--- src/rtl/sbh_pkg.sv ---
// Constants for the subtract, special-page and halt execution block
package sbh_pkg;

  // Instruction codes on the issue port
  localparam logic [1:0] OP_SUB_BORROW_IMM = 2'h0;
  localparam logic [1:0] OP_PAGE_READ      = 2'h1;
  localparam logic [1:0] OP_PAGE_WRITE     = 2'h2;
  localparam logic [1:0] OP_HALT           = 2'h3;

  // Register offsets on the software port
  localparam logic [3:0] OFS_STATUS   = 4'h0;
  localparam logic [3:0] OFS_WORK     = 4'h1;
  localparam logic [3:0] OFS_WDOG     = 4'h2;
  localparam logic [3:0] OFS_PRESCALE = 4'h3;
  localparam logic [3:0] OFS_WAKE     = 4'h4;

  // Status register field positions, and the wake bit of the wake register
  localparam int BIT_CARRY   = 0;
  localparam int BIT_NIBBLE  = 1;
  localparam int BIT_ZERO    = 2;
  localparam int BIT_PDOWN_N = 3;
  localparam int BIT_TOUT_N  = 4;
  localparam int BIT_HALTED  = 5;
  localparam int BIT_WAKE    = 0;

  // Values after reset, and the page depth
  localparam logic [7:0] RST_WORK     = 8'h00;
  localparam logic [7:0] RST_WDOG     = 8'h00;
  localparam logic [7:0] RST_PRESCALE = 8'h00;
  localparam logic       RST_TOUT_N   = 1'b1;
  localparam logic       RST_PDOWN_N  = 1'b1;
  localparam logic [7:0] PAGE_RST     = 8'h00;
  localparam int         PAGE_DEPTH   = 16;

  typedef enum logic [1:0] {
    ST_RUN,
    ST_FILL,
    ST_HALT
  } sbh_state_e;

endpackage

--- src/rtl/sbh_page_mem.sv ---
// Sixteen-entry special-function page with registered read data
module sbh_page_mem (
  input  wire logic       clk_in,     // Core clock
  input  wire logic       rst_n_in,   // Async reset, active low
  input  wire logic       wr_in,      // Write enable
  input  wire logic [3:0] wr_idx_in,  // Write index
  input  wire logic [7:0] wr_data_in, // Write data
  input  wire logic [3:0] rd_idx_in,  // Read index
  output logic      [7:0] rd_data_out // Read data, registered
);

  logic [7:0] page_reg [sbh_pkg::PAGE_DEPTH];
  logic [7:0] rd_data_reg;

  always_ff @(posedge clk_in or negedge rst_n_in) begin
    if (!rst_n_in) begin
      for (int i = 0; i < sbh_pkg::PAGE_DEPTH; i++) begin
        page_reg[i] <= sbh_pkg::PAGE_RST;
      end
    end else if (wr_in) begin
      page_reg[wr_idx_in] <= wr_data_in;
    end
  end

  // Read sees the array before a same-edge write lands
  always_ff @(posedge clk_in or negedge rst_n_in) begin
    if (!rst_n_in) begin
      rd_data_reg <= sbh_pkg::PAGE_RST;
    end else begin
      rd_data_reg <= page_reg[rd_idx_in];
    end
  end

  assign rd_data_out = rd_data_reg;

endmodule

--- src/rtl/sbh_sub_alu.sv ---
// Combinational subtract-with-borrow datapath and its flags
module sbh_sub_alu (
  input  wire logic [7:0] imm_in,    // Immediate operand
  input  wire logic [7:0] work_in,   // Working register
  input  wire logic       carry_in,  // Carry, inverted borrow
  output logic      [7:0] result_out, // Difference
  output logic            carry_out,  // Carry out of bit 7
  output logic            nibble_out, // Carry out of bit 3
  output logic            zero_out    // Result is zero
);

  function automatic logic is_zero(input logic [7:0] v);
    return v == 8'h00;
  endfunction

  logic [8:0] sum_full;
  logic [4:0] sum_low;

  assign sum_full   = {1'b0, imm_in} + {1'b0, ~work_in} + {8'h00, carry_in};
  assign sum_low    = {1'b0, imm_in[3:0]} + {1'b0, ~work_in[3:0]} + {4'h0, carry_in};
  assign result_out = sum_full[7:0];
  assign carry_out  = sum_full[8];
  assign nibble_out = sum_low[4];
  assign zero_out   = is_zero(sum_full[7:0]);

endmodule

--- src/rtl/sbh_exec.sv ---
// Execution unit for subtract-with-borrow, special-page moves and halt
module sbh_exec (
  input  wire logic       CLK_IN,                // Core instruction clock, 10 MHz
  input  wire logic       RST_N_IN,              // Async reset, active low
  input  wire logic       OP_VALID_IN,           // Instruction offered
  input  wire logic [1:0] OP_CODE_IN,            // Instruction code
  input  wire logic [7:0] OP_ARG_IN,             // Immediate or page index
  output logic            OP_READY_OUT,          // Unit accepts an instruction
  output logic            OP_DONE_OUT,           // Pulse: an instruction completed
  input  wire logic [3:0] BUS_ADDR_IN,           // Register address
  input  wire logic [7:0] BUS_WDATA_IN,          // Register write data
  input  wire logic       BUS_WR_IN,             // Write strobe
  input  wire logic       BUS_RD_IN,             // Read strobe
  output logic      [7:0] BUS_RDATA_OUT,         // Read data, cycle after strobe
  output logic      [7:0] WORK_REG_OUT,          // Working register
  output logic            CARRY_OUT,             // Carry flag
  output logic            NIBBLE_CARRY_OUT,      // Nibble carry flag
  output logic            ZERO_OUT,              // Zero flag
  output logic            TIMEOUT_FLAG_N_OUT,    // Time-out flag, active low
  output logic            POWER_DOWN_FLAG_N_OUT, // Power-down flag, active low
  output logic            HALTED_OUT,            // Halt mode
  output logic      [7:0] WDOG_COUNT_OUT,        // Watchdog count
  output logic      [7:0] WDOG_PRESCALER_OUT     // Watchdog prescaler
);

  ////////////////////////////////////////////////////////////////////////////
  // State
  sbh_pkg::sbh_state_e state_reg;
  sbh_pkg::sbh_state_e state_next;
  logic [7:0] work_reg;
  logic [7:0] work_next;
  logic       carry_reg;
  logic       carry_next;
  logic       nibble_reg;
  logic       nibble_next;
  logic       zero_reg;
  logic       zero_next;
  logic       tout_n_reg;
  logic       tout_n_next;
  logic       pdown_n_reg;
  logic       pdown_n_next;
  logic [7:0] wdog_reg;
  logic [7:0] wdog_next;
  logic [7:0] presc_reg;
  logic [7:0] presc_next;
  logic       ready_reg;
  logic       halted_reg;
  logic       done_reg;
  logic       done_next;
  logic [7:0] rdata_reg;
  logic [7:0] rdata_next;

  ////////////////////////////////////////////////////////////////////////////
  // Decode
  wire op_take     = OP_VALID_IN && ready_reg;
  wire take_sub    = op_take && (OP_CODE_IN == sbh_pkg::OP_SUB_BORROW_IMM);
  wire take_pread  = op_take && (OP_CODE_IN == sbh_pkg::OP_PAGE_READ);
  wire take_pwrite = op_take && (OP_CODE_IN == sbh_pkg::OP_PAGE_WRITE);
  wire take_halt   = op_take && (OP_CODE_IN == sbh_pkg::OP_HALT);
  wire in_fill     = (state_reg == sbh_pkg::ST_FILL);
  wire in_halt     = (state_reg == sbh_pkg::ST_HALT);

  wire wr_status = BUS_WR_IN && (BUS_ADDR_IN == sbh_pkg::OFS_STATUS);
  wire wr_work   = BUS_WR_IN && (BUS_ADDR_IN == sbh_pkg::OFS_WORK);
  wire wr_wake   = BUS_WR_IN && (BUS_ADDR_IN == sbh_pkg::OFS_WAKE) && BUS_WDATA_IN[sbh_pkg::BIT_WAKE];

  ////////////////////////////////////////////////////////////////////////////
  // Datapath helpers
  logic [7:0] alu_result;
  logic       alu_carry;
  logic       alu_nibble;
  logic       alu_zero;
  logic [7:0] page_rdata;

  sbh_sub_alu u_alu (
    .imm_in     (OP_ARG_IN),
    .work_in    (work_reg),
    .carry_in   (carry_reg),
    .result_out (alu_result),
    .carry_out  (alu_carry),
    .nibble_out (alu_nibble),
    .zero_out   (alu_zero)
  );

  // Index is the low four bits; the page is read every cycle so the data is ready next edge
  sbh_page_mem u_page (
    .clk_in      (CLK_IN),
    .rst_n_in    (RST_N_IN),
    .wr_in       (take_pwrite),
    .wr_idx_in   (OP_ARG_IN[3:0]),
    .wr_data_in  (work_reg),
    .rd_idx_in   (OP_ARG_IN[3:0]),
    .rd_data_out (page_rdata)
  );

  wire [7:0] status_view = {2'b00, in_halt, tout_n_reg, pdown_n_reg, zero_reg, nibble_reg, carry_reg};

  ////////////////////////////////////////////////////////////////////////////
  // Next-state logic
  always_comb begin
    state_next = state_reg;
    unique case (state_reg)
      sbh_pkg::ST_RUN: begin
        if (take_halt) begin
          state_next = sbh_pkg::ST_HALT;
        end else if (take_pread) begin
          state_next = sbh_pkg::ST_FILL;
        end
      end
      sbh_pkg::ST_FILL: begin
        state_next = sbh_pkg::ST_RUN;
      end
      sbh_pkg::ST_HALT: begin
        if (wr_wake) begin
          state_next = sbh_pkg::ST_RUN;
        end
      end
    endcase
  end

  // Instruction results override a same-cycle software write
  always_comb begin
    work_next = work_reg;
    if (take_sub) begin
      work_next = alu_result;
    end else if (in_fill) begin
      work_next = page_rdata;
    end else if (wr_work) begin
      work_next = BUS_WDATA_IN;
    end
  end

  always_comb begin
    carry_next  = carry_reg;
    nibble_next = nibble_reg;
    zero_next   = zero_reg;
    if (take_sub) begin
      carry_next  = alu_carry;
      nibble_next = alu_nibble;
      zero_next   = alu_zero;
    end else if (wr_status) begin
      carry_next  = BUS_WDATA_IN[sbh_pkg::BIT_CARRY];
      nibble_next = BUS_WDATA_IN[sbh_pkg::BIT_NIBBLE];
      zero_next   = BUS_WDATA_IN[sbh_pkg::BIT_ZERO];
    end
  end

  // Halt wins over a software write of the same cycle
  always_comb begin
    tout_n_next  = tout_n_reg;
    pdown_n_next = pdown_n_reg;
    if (take_halt) begin
      tout_n_next  = 1'b1;
      pdown_n_next = 1'b0;
    end else if (wr_status) begin
      tout_n_next  = BUS_WDATA_IN[sbh_pkg::BIT_TOUT_N];
      pdown_n_next = BUS_WDATA_IN[sbh_pkg::BIT_PDOWN_N];
    end
  end

  // Minimal watchdog time base: counts only while running, frozen in halt mode
  always_comb begin
    presc_next = presc_reg;
    wdog_next  = wdog_reg;
    if (take_halt) begin
      presc_next = 8'h00;
      wdog_next  = 8'h00;
    end else if (!in_halt) begin
      presc_next = presc_reg + 8'h01;
      if (presc_reg == 8'hFF) begin
        wdog_next = wdog_reg + 8'h01;
      end
    end
  end

  assign done_next = take_sub || take_pwrite || take_halt || in_fill;

  always_comb begin
    rdata_next = 8'h00;
    if (BUS_RD_IN) begin
      unique case (BUS_ADDR_IN)
        sbh_pkg::OFS_STATUS:   rdata_next = status_view;
        sbh_pkg::OFS_WORK:     rdata_next = work_reg;
        sbh_pkg::OFS_WDOG:     rdata_next = wdog_reg;
        sbh_pkg::OFS_PRESCALE: rdata_next = presc_reg;
        default:               rdata_next = 8'h00;
      endcase
    end
  end

  ////////////////////////////////////////////////////////////////////////////
  // Registers
  always_ff @(posedge CLK_IN or negedge RST_N_IN) begin
    if (!RST_N_IN) begin
      state_reg <= sbh_pkg::ST_RUN;
      ready_reg <= 1'b1;
      halted_reg <= 1'b0;
      done_reg  <= 1'b0;
      rdata_reg <= 8'h00;
    end else begin
      state_reg <= state_next;
      ready_reg <= (state_next == sbh_pkg::ST_RUN);
      // Own flop so the halt pin does not hang off the state decoder
      halted_reg <= (state_next == sbh_pkg::ST_HALT);
      done_reg  <= done_next;
      rdata_reg <= rdata_next;
    end
  end

  always_ff @(posedge CLK_IN or negedge RST_N_IN) begin
    if (!RST_N_IN) begin
      work_reg    <= sbh_pkg::RST_WORK;
      carry_reg   <= 1'b0;
      nibble_reg  <= 1'b0;
      zero_reg    <= 1'b0;
      tout_n_reg  <= sbh_pkg::RST_TOUT_N;
      pdown_n_reg <= sbh_pkg::RST_PDOWN_N;
      wdog_reg    <= sbh_pkg::RST_WDOG;
      presc_reg   <= sbh_pkg::RST_PRESCALE;
    end else begin
      work_reg    <= work_next;
      carry_reg   <= carry_next;
      nibble_reg  <= nibble_next;
      zero_reg    <= zero_next;
      tout_n_reg  <= tout_n_next;
      pdown_n_reg <= pdown_n_next;
      wdog_reg    <= wdog_next;
      presc_reg   <= presc_next;
    end
  end

  assign OP_READY_OUT          = ready_reg;
  assign OP_DONE_OUT           = done_reg;
  assign BUS_RDATA_OUT         = rdata_reg;
  assign WORK_REG_OUT          = work_reg;
  assign CARRY_OUT             = carry_reg;
  assign NIBBLE_CARRY_OUT      = nibble_reg;
  assign ZERO_OUT              = zero_reg;
  assign TIMEOUT_FLAG_N_OUT    = tout_n_reg;
  assign POWER_DOWN_FLAG_N_OUT = pdown_n_reg;
  assign HALTED_OUT            = halted_reg;
  assign WDOG_COUNT_OUT        = wdog_reg;
  assign WDOG_PRESCALER_OUT    = presc_reg;

  wire [8:0] chk_sum = {1'b0, OP_ARG_IN} + {1'b0, ~WORK_REG_OUT} + {8'h00, CARRY_OUT};
  wire [4:0] chk_low = {1'b0, OP_ARG_IN[3:0]} + {1'b0, ~WORK_REG_OUT[3:0]} + {4'h0, CARRY_OUT};
endmodule

--- config.mk ---
export PLATFORM = sky130hd
export DESIGN_NAME = sbh_exec
export DESIGN_NICKNAME = d
export VERILOG_FILES = /design/src/rtl/sbh_pkg.sv /design/src/rtl/sbh_page_mem.sv /design/src/rtl/sbh_sub_alu.sv /design/src/rtl/sbh_exec.sv
export SDC_FILE = /design/constraint.sdc
export NUM_CORES = 1
export LEC_CHECK = 0
export BUFFER_PORTS_ARGS = -buffer_cell sky130_fd_sc_hd__buf_2
export CAP_MARGIN = 20
export CORE_MARGIN = 3
export CORE_UTILIZATION = 60
export DETAILED_ROUTE_END_ITERATION = 7
export PLACE_DENSITY = 0.9
export SLEW_MARGIN = 20
export SYNTH_ARGS = -nofsm -noshare
export SYNTH_HDL_FRONTEND = slang
export SYNTH_HIERARCHICAL = 1
export SYNTH_SLANG_ARGS = --single-unit
--- constraint.sdc ---
create_clock -name CLK_IN -period 3.2 [get_ports CLK_IN]
set_input_delay 0.32 -clock CLK_IN [delete_from_list [all_inputs] [get_ports CLK_IN]]
set_output_delay 0.32 -clock CLK_IN [all_outputs]
set_load 0.02 [all_outputs]
==> results of run 1 <==
through the flow:
stage               utilization  std cells
floorplan                     -        634
detailed placement       0.6556        859
finish                   0.6980        892
global placement         0.6556        859
CTS                      0.6980        892
global route             0.6980        892
layout make-up:
class | count | share of cell area
sequential | 178 | 0.4531
multi-input combinational | 401 | 0.4106
clock buffer | 17 | 0.04323
tap | 180 | 0.02289
inverter | 23 | 0.008774
timing repair buffer | 78 | 0.04489
clock inverter | 15 | 0.01653
cell usage in the layout (no fill, tap or decap), drive strengths merged, types with 3 or more instances in the layout:
cell and instances:
and3 7, buf 77, a31oi 7, dfrtp 175, xnor2 11, mux4 38, nand3 14, clkinv 6
a22oi 18, o221a 7, nand4 4, nor2b 5, nand2b 7, nor4 3, o21ai 13, dfstp 3
or3 3, a21oi 8, xor2 5, inv 31, mux2i 4, nor2 40, clkbuf 17, nand2 27
mux2 129, ha 11, nor3 11
worst min-delay path, delay by kind of cell:
family / cells / cell delay [ns]
buffers and inverters: 1 / 0.12
AND/OR/NAND/NOR: 1 / 0.06
AO/OA/AOI/OAI: 1 / 0.06
routing by layer:
metal	vias up	global-route usage	routed length, microns
li1	2464	-	-
met1	3050	0.3459	8260
met2	345	0.4795	11100
met3	86	0.05558	1698
met4	0	0.1451	1072
met5	-	0	0
worst max path at each step:
stage / slack, ns / to / depth (start not counted) / startpoint
after floorplan: 0.72 / WORK_REG_OUT[6] / 11 / WORK_REG_OUT[0]
after global placement: 0.77 / u_page/page_reg[23] / 5 / OP_ARG_IN[0]
after CTS: 0.59 / ZERO_OUT / 9 / WORK_REG_OUT[1]
final: 0.47 / ZERO_OUT / 9 / WORK_REG_OUT[1]
after global routing: 0.40 / ZERO_OUT / 9 / WORK_REG_OUT[1]
after detailed placement: 0.64 / ZERO_OUT / 9 / WORK_REG_OUT[1]
cell families after synthesis:
kind of cell,count (synthesis),synth area share
flops,178,0.5089
xor+xnor,16,0.01599
fa+ha+maj,13,0.02028
mux,171,0.2719
simple gates,136,0.09840
compound gates,65,0.05455
buf+inv,55,0.02999
power by group through the flow:
| stage | clock network, mW | logic [mW] | registers [mW] |
|---|---|---|---|
| 2_1_floorplan | 0 | 1.50 | 3.34 |
| 3_3_place_gp | 0 | 2.25 | 3.26 |
| 3_5_place_dp | 0 | 2.38 | 3.32 |
| 4_1_cts | 2.08 | 2.43 | 3.31 |
| 5_1_grt | 2.17 | 2.62 | 3.38 |
| 6_report | 2.07 | 2.46 | 3.33 |
==> impl_metrics.json, run 1 <==
{
  "path_cells": "inv_1, ha_1, a211oi_2, o21ai_2, o22ai_2, xnor2_1, nor4b_2, nand2_1, o21ai_0",
  "period_needed_ns": 2.731,
  "multi_input_area_sq_mm": 0.004040,
  "initial_core_util": 0.6215,
  "ir_worst_vdd_mv": 0.4669,
  "seq_area_sq_mm": 0.004458,
  "p_per_area_mw_per_mm2": 798.5,
  "drive_gt1_frac": 0.4494,
  "hold_start": "BUS_WDATA_IN[3]",
  "synth.most_common_cell": "dfrtp_1",
  "coreArea_sq_mm": 0.01410,
  "syn_area_sq_mm": 0.008761,
  "syn_to_final_growth_pct": 12.31,
  "gp_congestion": 0.8817,
  "die_area_sq_mm": 0.01609,
  "critPathArrivalTime_ns": 3.08,
  "cts_buffers": 17,
  "power_frac_seq": 0.424,
  "syn_inst": 634,
  "rsz0062_at_grt": "no",
  "path_clk_slew_ns": 0.08,
  "hold_path_depth": 3,
  "hold_violations": 0,
  "synth_edf_count": 0,
  "post-route-drc-count": 0,
  "tightest_slew_ns": 0.8660,
  "grt_max_degree": 79,
  "grt_pass1_vias": 6230,
  "slew_viol_final": 0,
  "end_kind": "flop",
  "r2r_end": "ZERO_OUT",
  "clkPwrFrac": 0.263,
  "max-slew-margin-rel": 0.4226,
  "synth_ff_type": "dfrtp_1",
  "synth_cell_types": 67,
  "grt_pass1_wl_mm": 34.70,
  "worst-r2r-setup-slack_ns": 0.47,
  "ys_seq_area_frac": 0.5089,
  "holdPathEnd": "POWER_DOWN_FLAG_N_OUT",
  "hold_buffers": 1,
  "rows": 43,
  "worst_path_largest_cell_delay_ns": 0.91,
  "antenna_found_initial": 0,
  "min_path_type": "in2reg",
  "avgSynthCellArea_sq_um": 13.82,
  "vias_per_cell": 6.665,
  "grt_usage": 0.2828,
  "cts_tree": "yes",
  "rr_startpoint": "WORK_REG_OUT[1]",
  "cp_max_fo": 21,
  "io_buffer_count": 66,
  "synth_nets": 674,
  "synthTopCellsByCount": "175 x dfrtp_1, 120 x mux2_2, 37 x mux4_2",
  "period_share": 0.8535,
  "io_pins": 67,
  "internal-power_mw": 4.989,
  "die_y_microns": 126.8,
  "nFillCells": 830,
  "status": "complete, no violations",
  "async_reset_ff_frac": 1.000,
  "fmax_mhz": 366.1,
  "final.setup.tns_ns": 0,
  "synth_top_area_cell": "dfrtp_1",
  "cp.required_ns": 3.55,
  "combPwrFrac": 0.313,
  "p_sw_frac": 0.3650,
  "place_area_sq_mm": 0.009241,
  "leakage_nw": 4.728,
  "post-dp-hpwl_mm": 13.54,
  "crit_type": "reg2reg",
  "ant_nets": 0,
  "synth.top_cell.area_share": 0.4999,
  "drt_first_pass_iters": 7,
  "cts_setup_buffers": 0,
  "power_mw": 7.857,
  "drv_cap": 0,
  "grt-ovfl-total": 0,
  "whs_ns": 0.1321,
  "startpoint_type": "flop",
  "wl_mm": 22.13,
  "clkLatencyLatePin_ns": 0.43,
  "vias": 5945,
  "drt_iter0_markers": 650,
  "cts_resized": 0,
  "place_ws_ns": 0.6356,
  "fin_skew_ns": 0.01436,
  "ys_warn_count": 6,
  "avgRoutedWirePerCell_microns": 24.81,
  "htree_num_levels": 4,
  "critPathSlowestCell": "dfrtp_1",
  "clockBufferDepth": 2,
  "ys_ff_latch": 178,
  "largest_reg_flops": 128,
  "synthTopCellsByArea": "dfrtp_1 50%, mux2_2 15%, mux4_2 9.5%",
  "switchingPower_mw": 2.868,
  "fin_ws_ns": 0.4686,
  "final_area_sq_mm": 0.009839,
  "fp.dieW_microns": 126.8,
  "diodes": 0,
  "cts.sinks": 178,
  "setup_violations": 0,
  "reg2reg_depth": 9,
  "nets": 739,
  "cpLargestDelayFamily": "flip-flops",
  "cp_num_buf_inv": 1,
  "cts-root-buf": "clkbuf_16"
}
Power figures use the tool's default switching activity.
==> run 2, diff against run 1 <==
- HOLD_SLACK_MARGIN: default -> 0.03
- REMOVE_ABC_BUFFERS: default -> 1
==> impl_metrics.json, run 2 (synthesis results as in run 1) <==
{
  "final_util": 0.6999,
  "min_path_type": "in2reg",
  "end_kind": "flop",
  "wl_mm": 21.40,
  "layout_common_cells": "175 x dfrtp_1, 120 x mux2_2, 65 x buf_2, 37 x mux4_2, 31 x nor2_1",
  "period_share": 0.8138,
  "drv_cap": 0,
  "power_mw": 7.854,
  "vias_per_cell": 6.729,
  "max-slew-margin-rel": 0.4274,
  "leakage_nw": 4.746,
  "die_area_sq_mm": 0.01609,
  "cts-root-buf": "clkbuf_16",
  "clockBufferDepth": 2,
  "initial_core_util": 0.6215,
  "clkLatencyLatePin_ns": 0.44,
  "period_needed_ns": 2.604,
  "critPathArrivalTime_ns": 2.98,
  "status": "complete, no violations",
  "antenna_found_initial": 0,
  "ant_nets": 0,
  "die_y_microns": 126.8,
  "fin_skew_ns": 0.007974,
  "drt_first_pass_iters": 5,
  "cts.sinks": 178,
  "io_buffer_count": 66,
  "drt_iter0_markers": 548,
  "fp.dieW_microns": 126.8,
  "grt-ovfl-total": 0,
  "place_ws_ns": 0.6544,
  "cp_max_fo": 21,
  "rows": 43,
  "slew_viol_final": 0,
  "coreArea_sq_mm": 0.01410,
  "diodes": 0,
  "post-route-drc-count": 0,
  "grt_max_degree": 85,
  "fmax_mhz": 384.0,
  "hold_violations": 0,
  "gp_congestion": 0.8802,
  "cts_buffers": 17,
  "io_pins": 67,
  "grt_usage": 0.2776,
  "vias": 6036,
  "startpoint_type": "flop",
  "cts_tree": "yes",
  "final.setup.tns_ns": 0,
  "ir_worst_vdd_mv": 0.5313,
  "path_clk_slew_ns": 0.07,
  "drive_gt1_frac": 0.4505,
  "fin_ws_ns": 0.5957,
  "crit_type": "reg2reg",
  "tightest_slew_ns": 0.8589,
  "cp.required_ns": 3.58,
  "avgRoutedWirePerCell_microns": 23.86,
  "cts_setup_buffers": 0,
  "post-dp-hpwl_mm": 13.81,
  "rsz0062_at_grt": "no",
  "grt_pass1_wl_mm": 34.39,
  "largest_reg_flops": 128,
  "syn_to_final_growth_pct": 12.61,
  "htree_num_levels": 4,
  "setup_violations": 0,
  "nets": 744,
  "p_per_area_mw_per_mm2": 796.1,
  "final_common_cell": "dfrtp_1",
  "grt_pass1_vias": 6223
}
==> run 2: cell types whose count changed in the layout (fill, tap and decap cells not counted) <==
cell,change
inv_6,-3
clkinv_2,+2
clkinv_4,+1
clkinv_8,-2
bufinv_16,+2
buf_4,+6
clkinvlp_4,+1
buf_12,-1
clkbuf_1,+2
inv_8,-3
==> run 2: final timing paths <==
| kind | from | end | slack [ns] | depth (start not counted) |
|---|---|---|---|---|
| max | WORK_REG_OUT[1] | WORK_REG_OUT[7] | 0.60 | 9 |
| min | BUS_WDATA_IN[3] | POWER_DOWN_FLAG_N_OUT | 0.13 | 3 |
| max reg2reg | WORK_REG_OUT[1] | WORK_REG_OUT[7] | 0.60 | 9 |
| min reg2reg | u_page/page_reg[71] | u_page/page_reg[71] | 0.50 | 1 |
| max in group asynchronous | RST_N_IN | u_page/page_reg[12] | 1.82 | 3 |
| min in group asynchronous | RST_N_IN | HALTED_OUT | 0.50 | 2 |
==> run 2: critical path, cell delays in order (launching register included) <==
cell	delay, ns
dfrtp_1	0.91
inv_1	0.14
ha_1	0.35
a211oi_2	0.26
o21ai_2	0.11
o22ai_2	0.15
xnor2_1	0.18
nor2_1	0.09
a31oi_1	0.16
o221a_2	0.20
==> run 2: cell type report <==
cell class                 instances  area [sq um]
clock buffer                      19         432.9
tap                              180         225.2
timing repair buffer              83         466.7
clock inverter                    13         156.4
multi-input combinational        401          4040
inverter                          23         86.33
fill                             870          4230
sequential                       178          4458
==> run 2: metrics by stage <==
step | std cells | instance area [sq um] | hold WS, ns
finish | 897 | 9866 | 0.1305
floorplan | 602 | 8584 | 0.02441
CTS | 897 | 9866 | 0.1177
global placement | 864 | 9266 | 0.4087
detailed placement | 864 | 9266 | 0.4202
global route | 897 | 9866 | 0.1430
==> run 2: per-layer routing <==
metal,share of wire,GRT usage,vias up
met3,0.070,0.04632,81
met2,0.48,0.4405,350
met5,0,0,-
met1,0.40,0.3731,3124
li1,-,-,2481
met4,0.041,0.1420,0
==> run 2: timing repair <==
item	CTS	global route
hold buffers	1	0
endpoints found under the hold margin	77	0
resized for setup	0	0
==> run 2: where the power goes <==
| group | internal (mW) | switching (mW) | total [mW] |
|---|---|---|---|
| registers | 2.84 | 0.440 | 3.28 |
| logic | 1.11 | 1.38 | 2.49 |
| clock network | 1.17 | 0.922 | 2.09 |
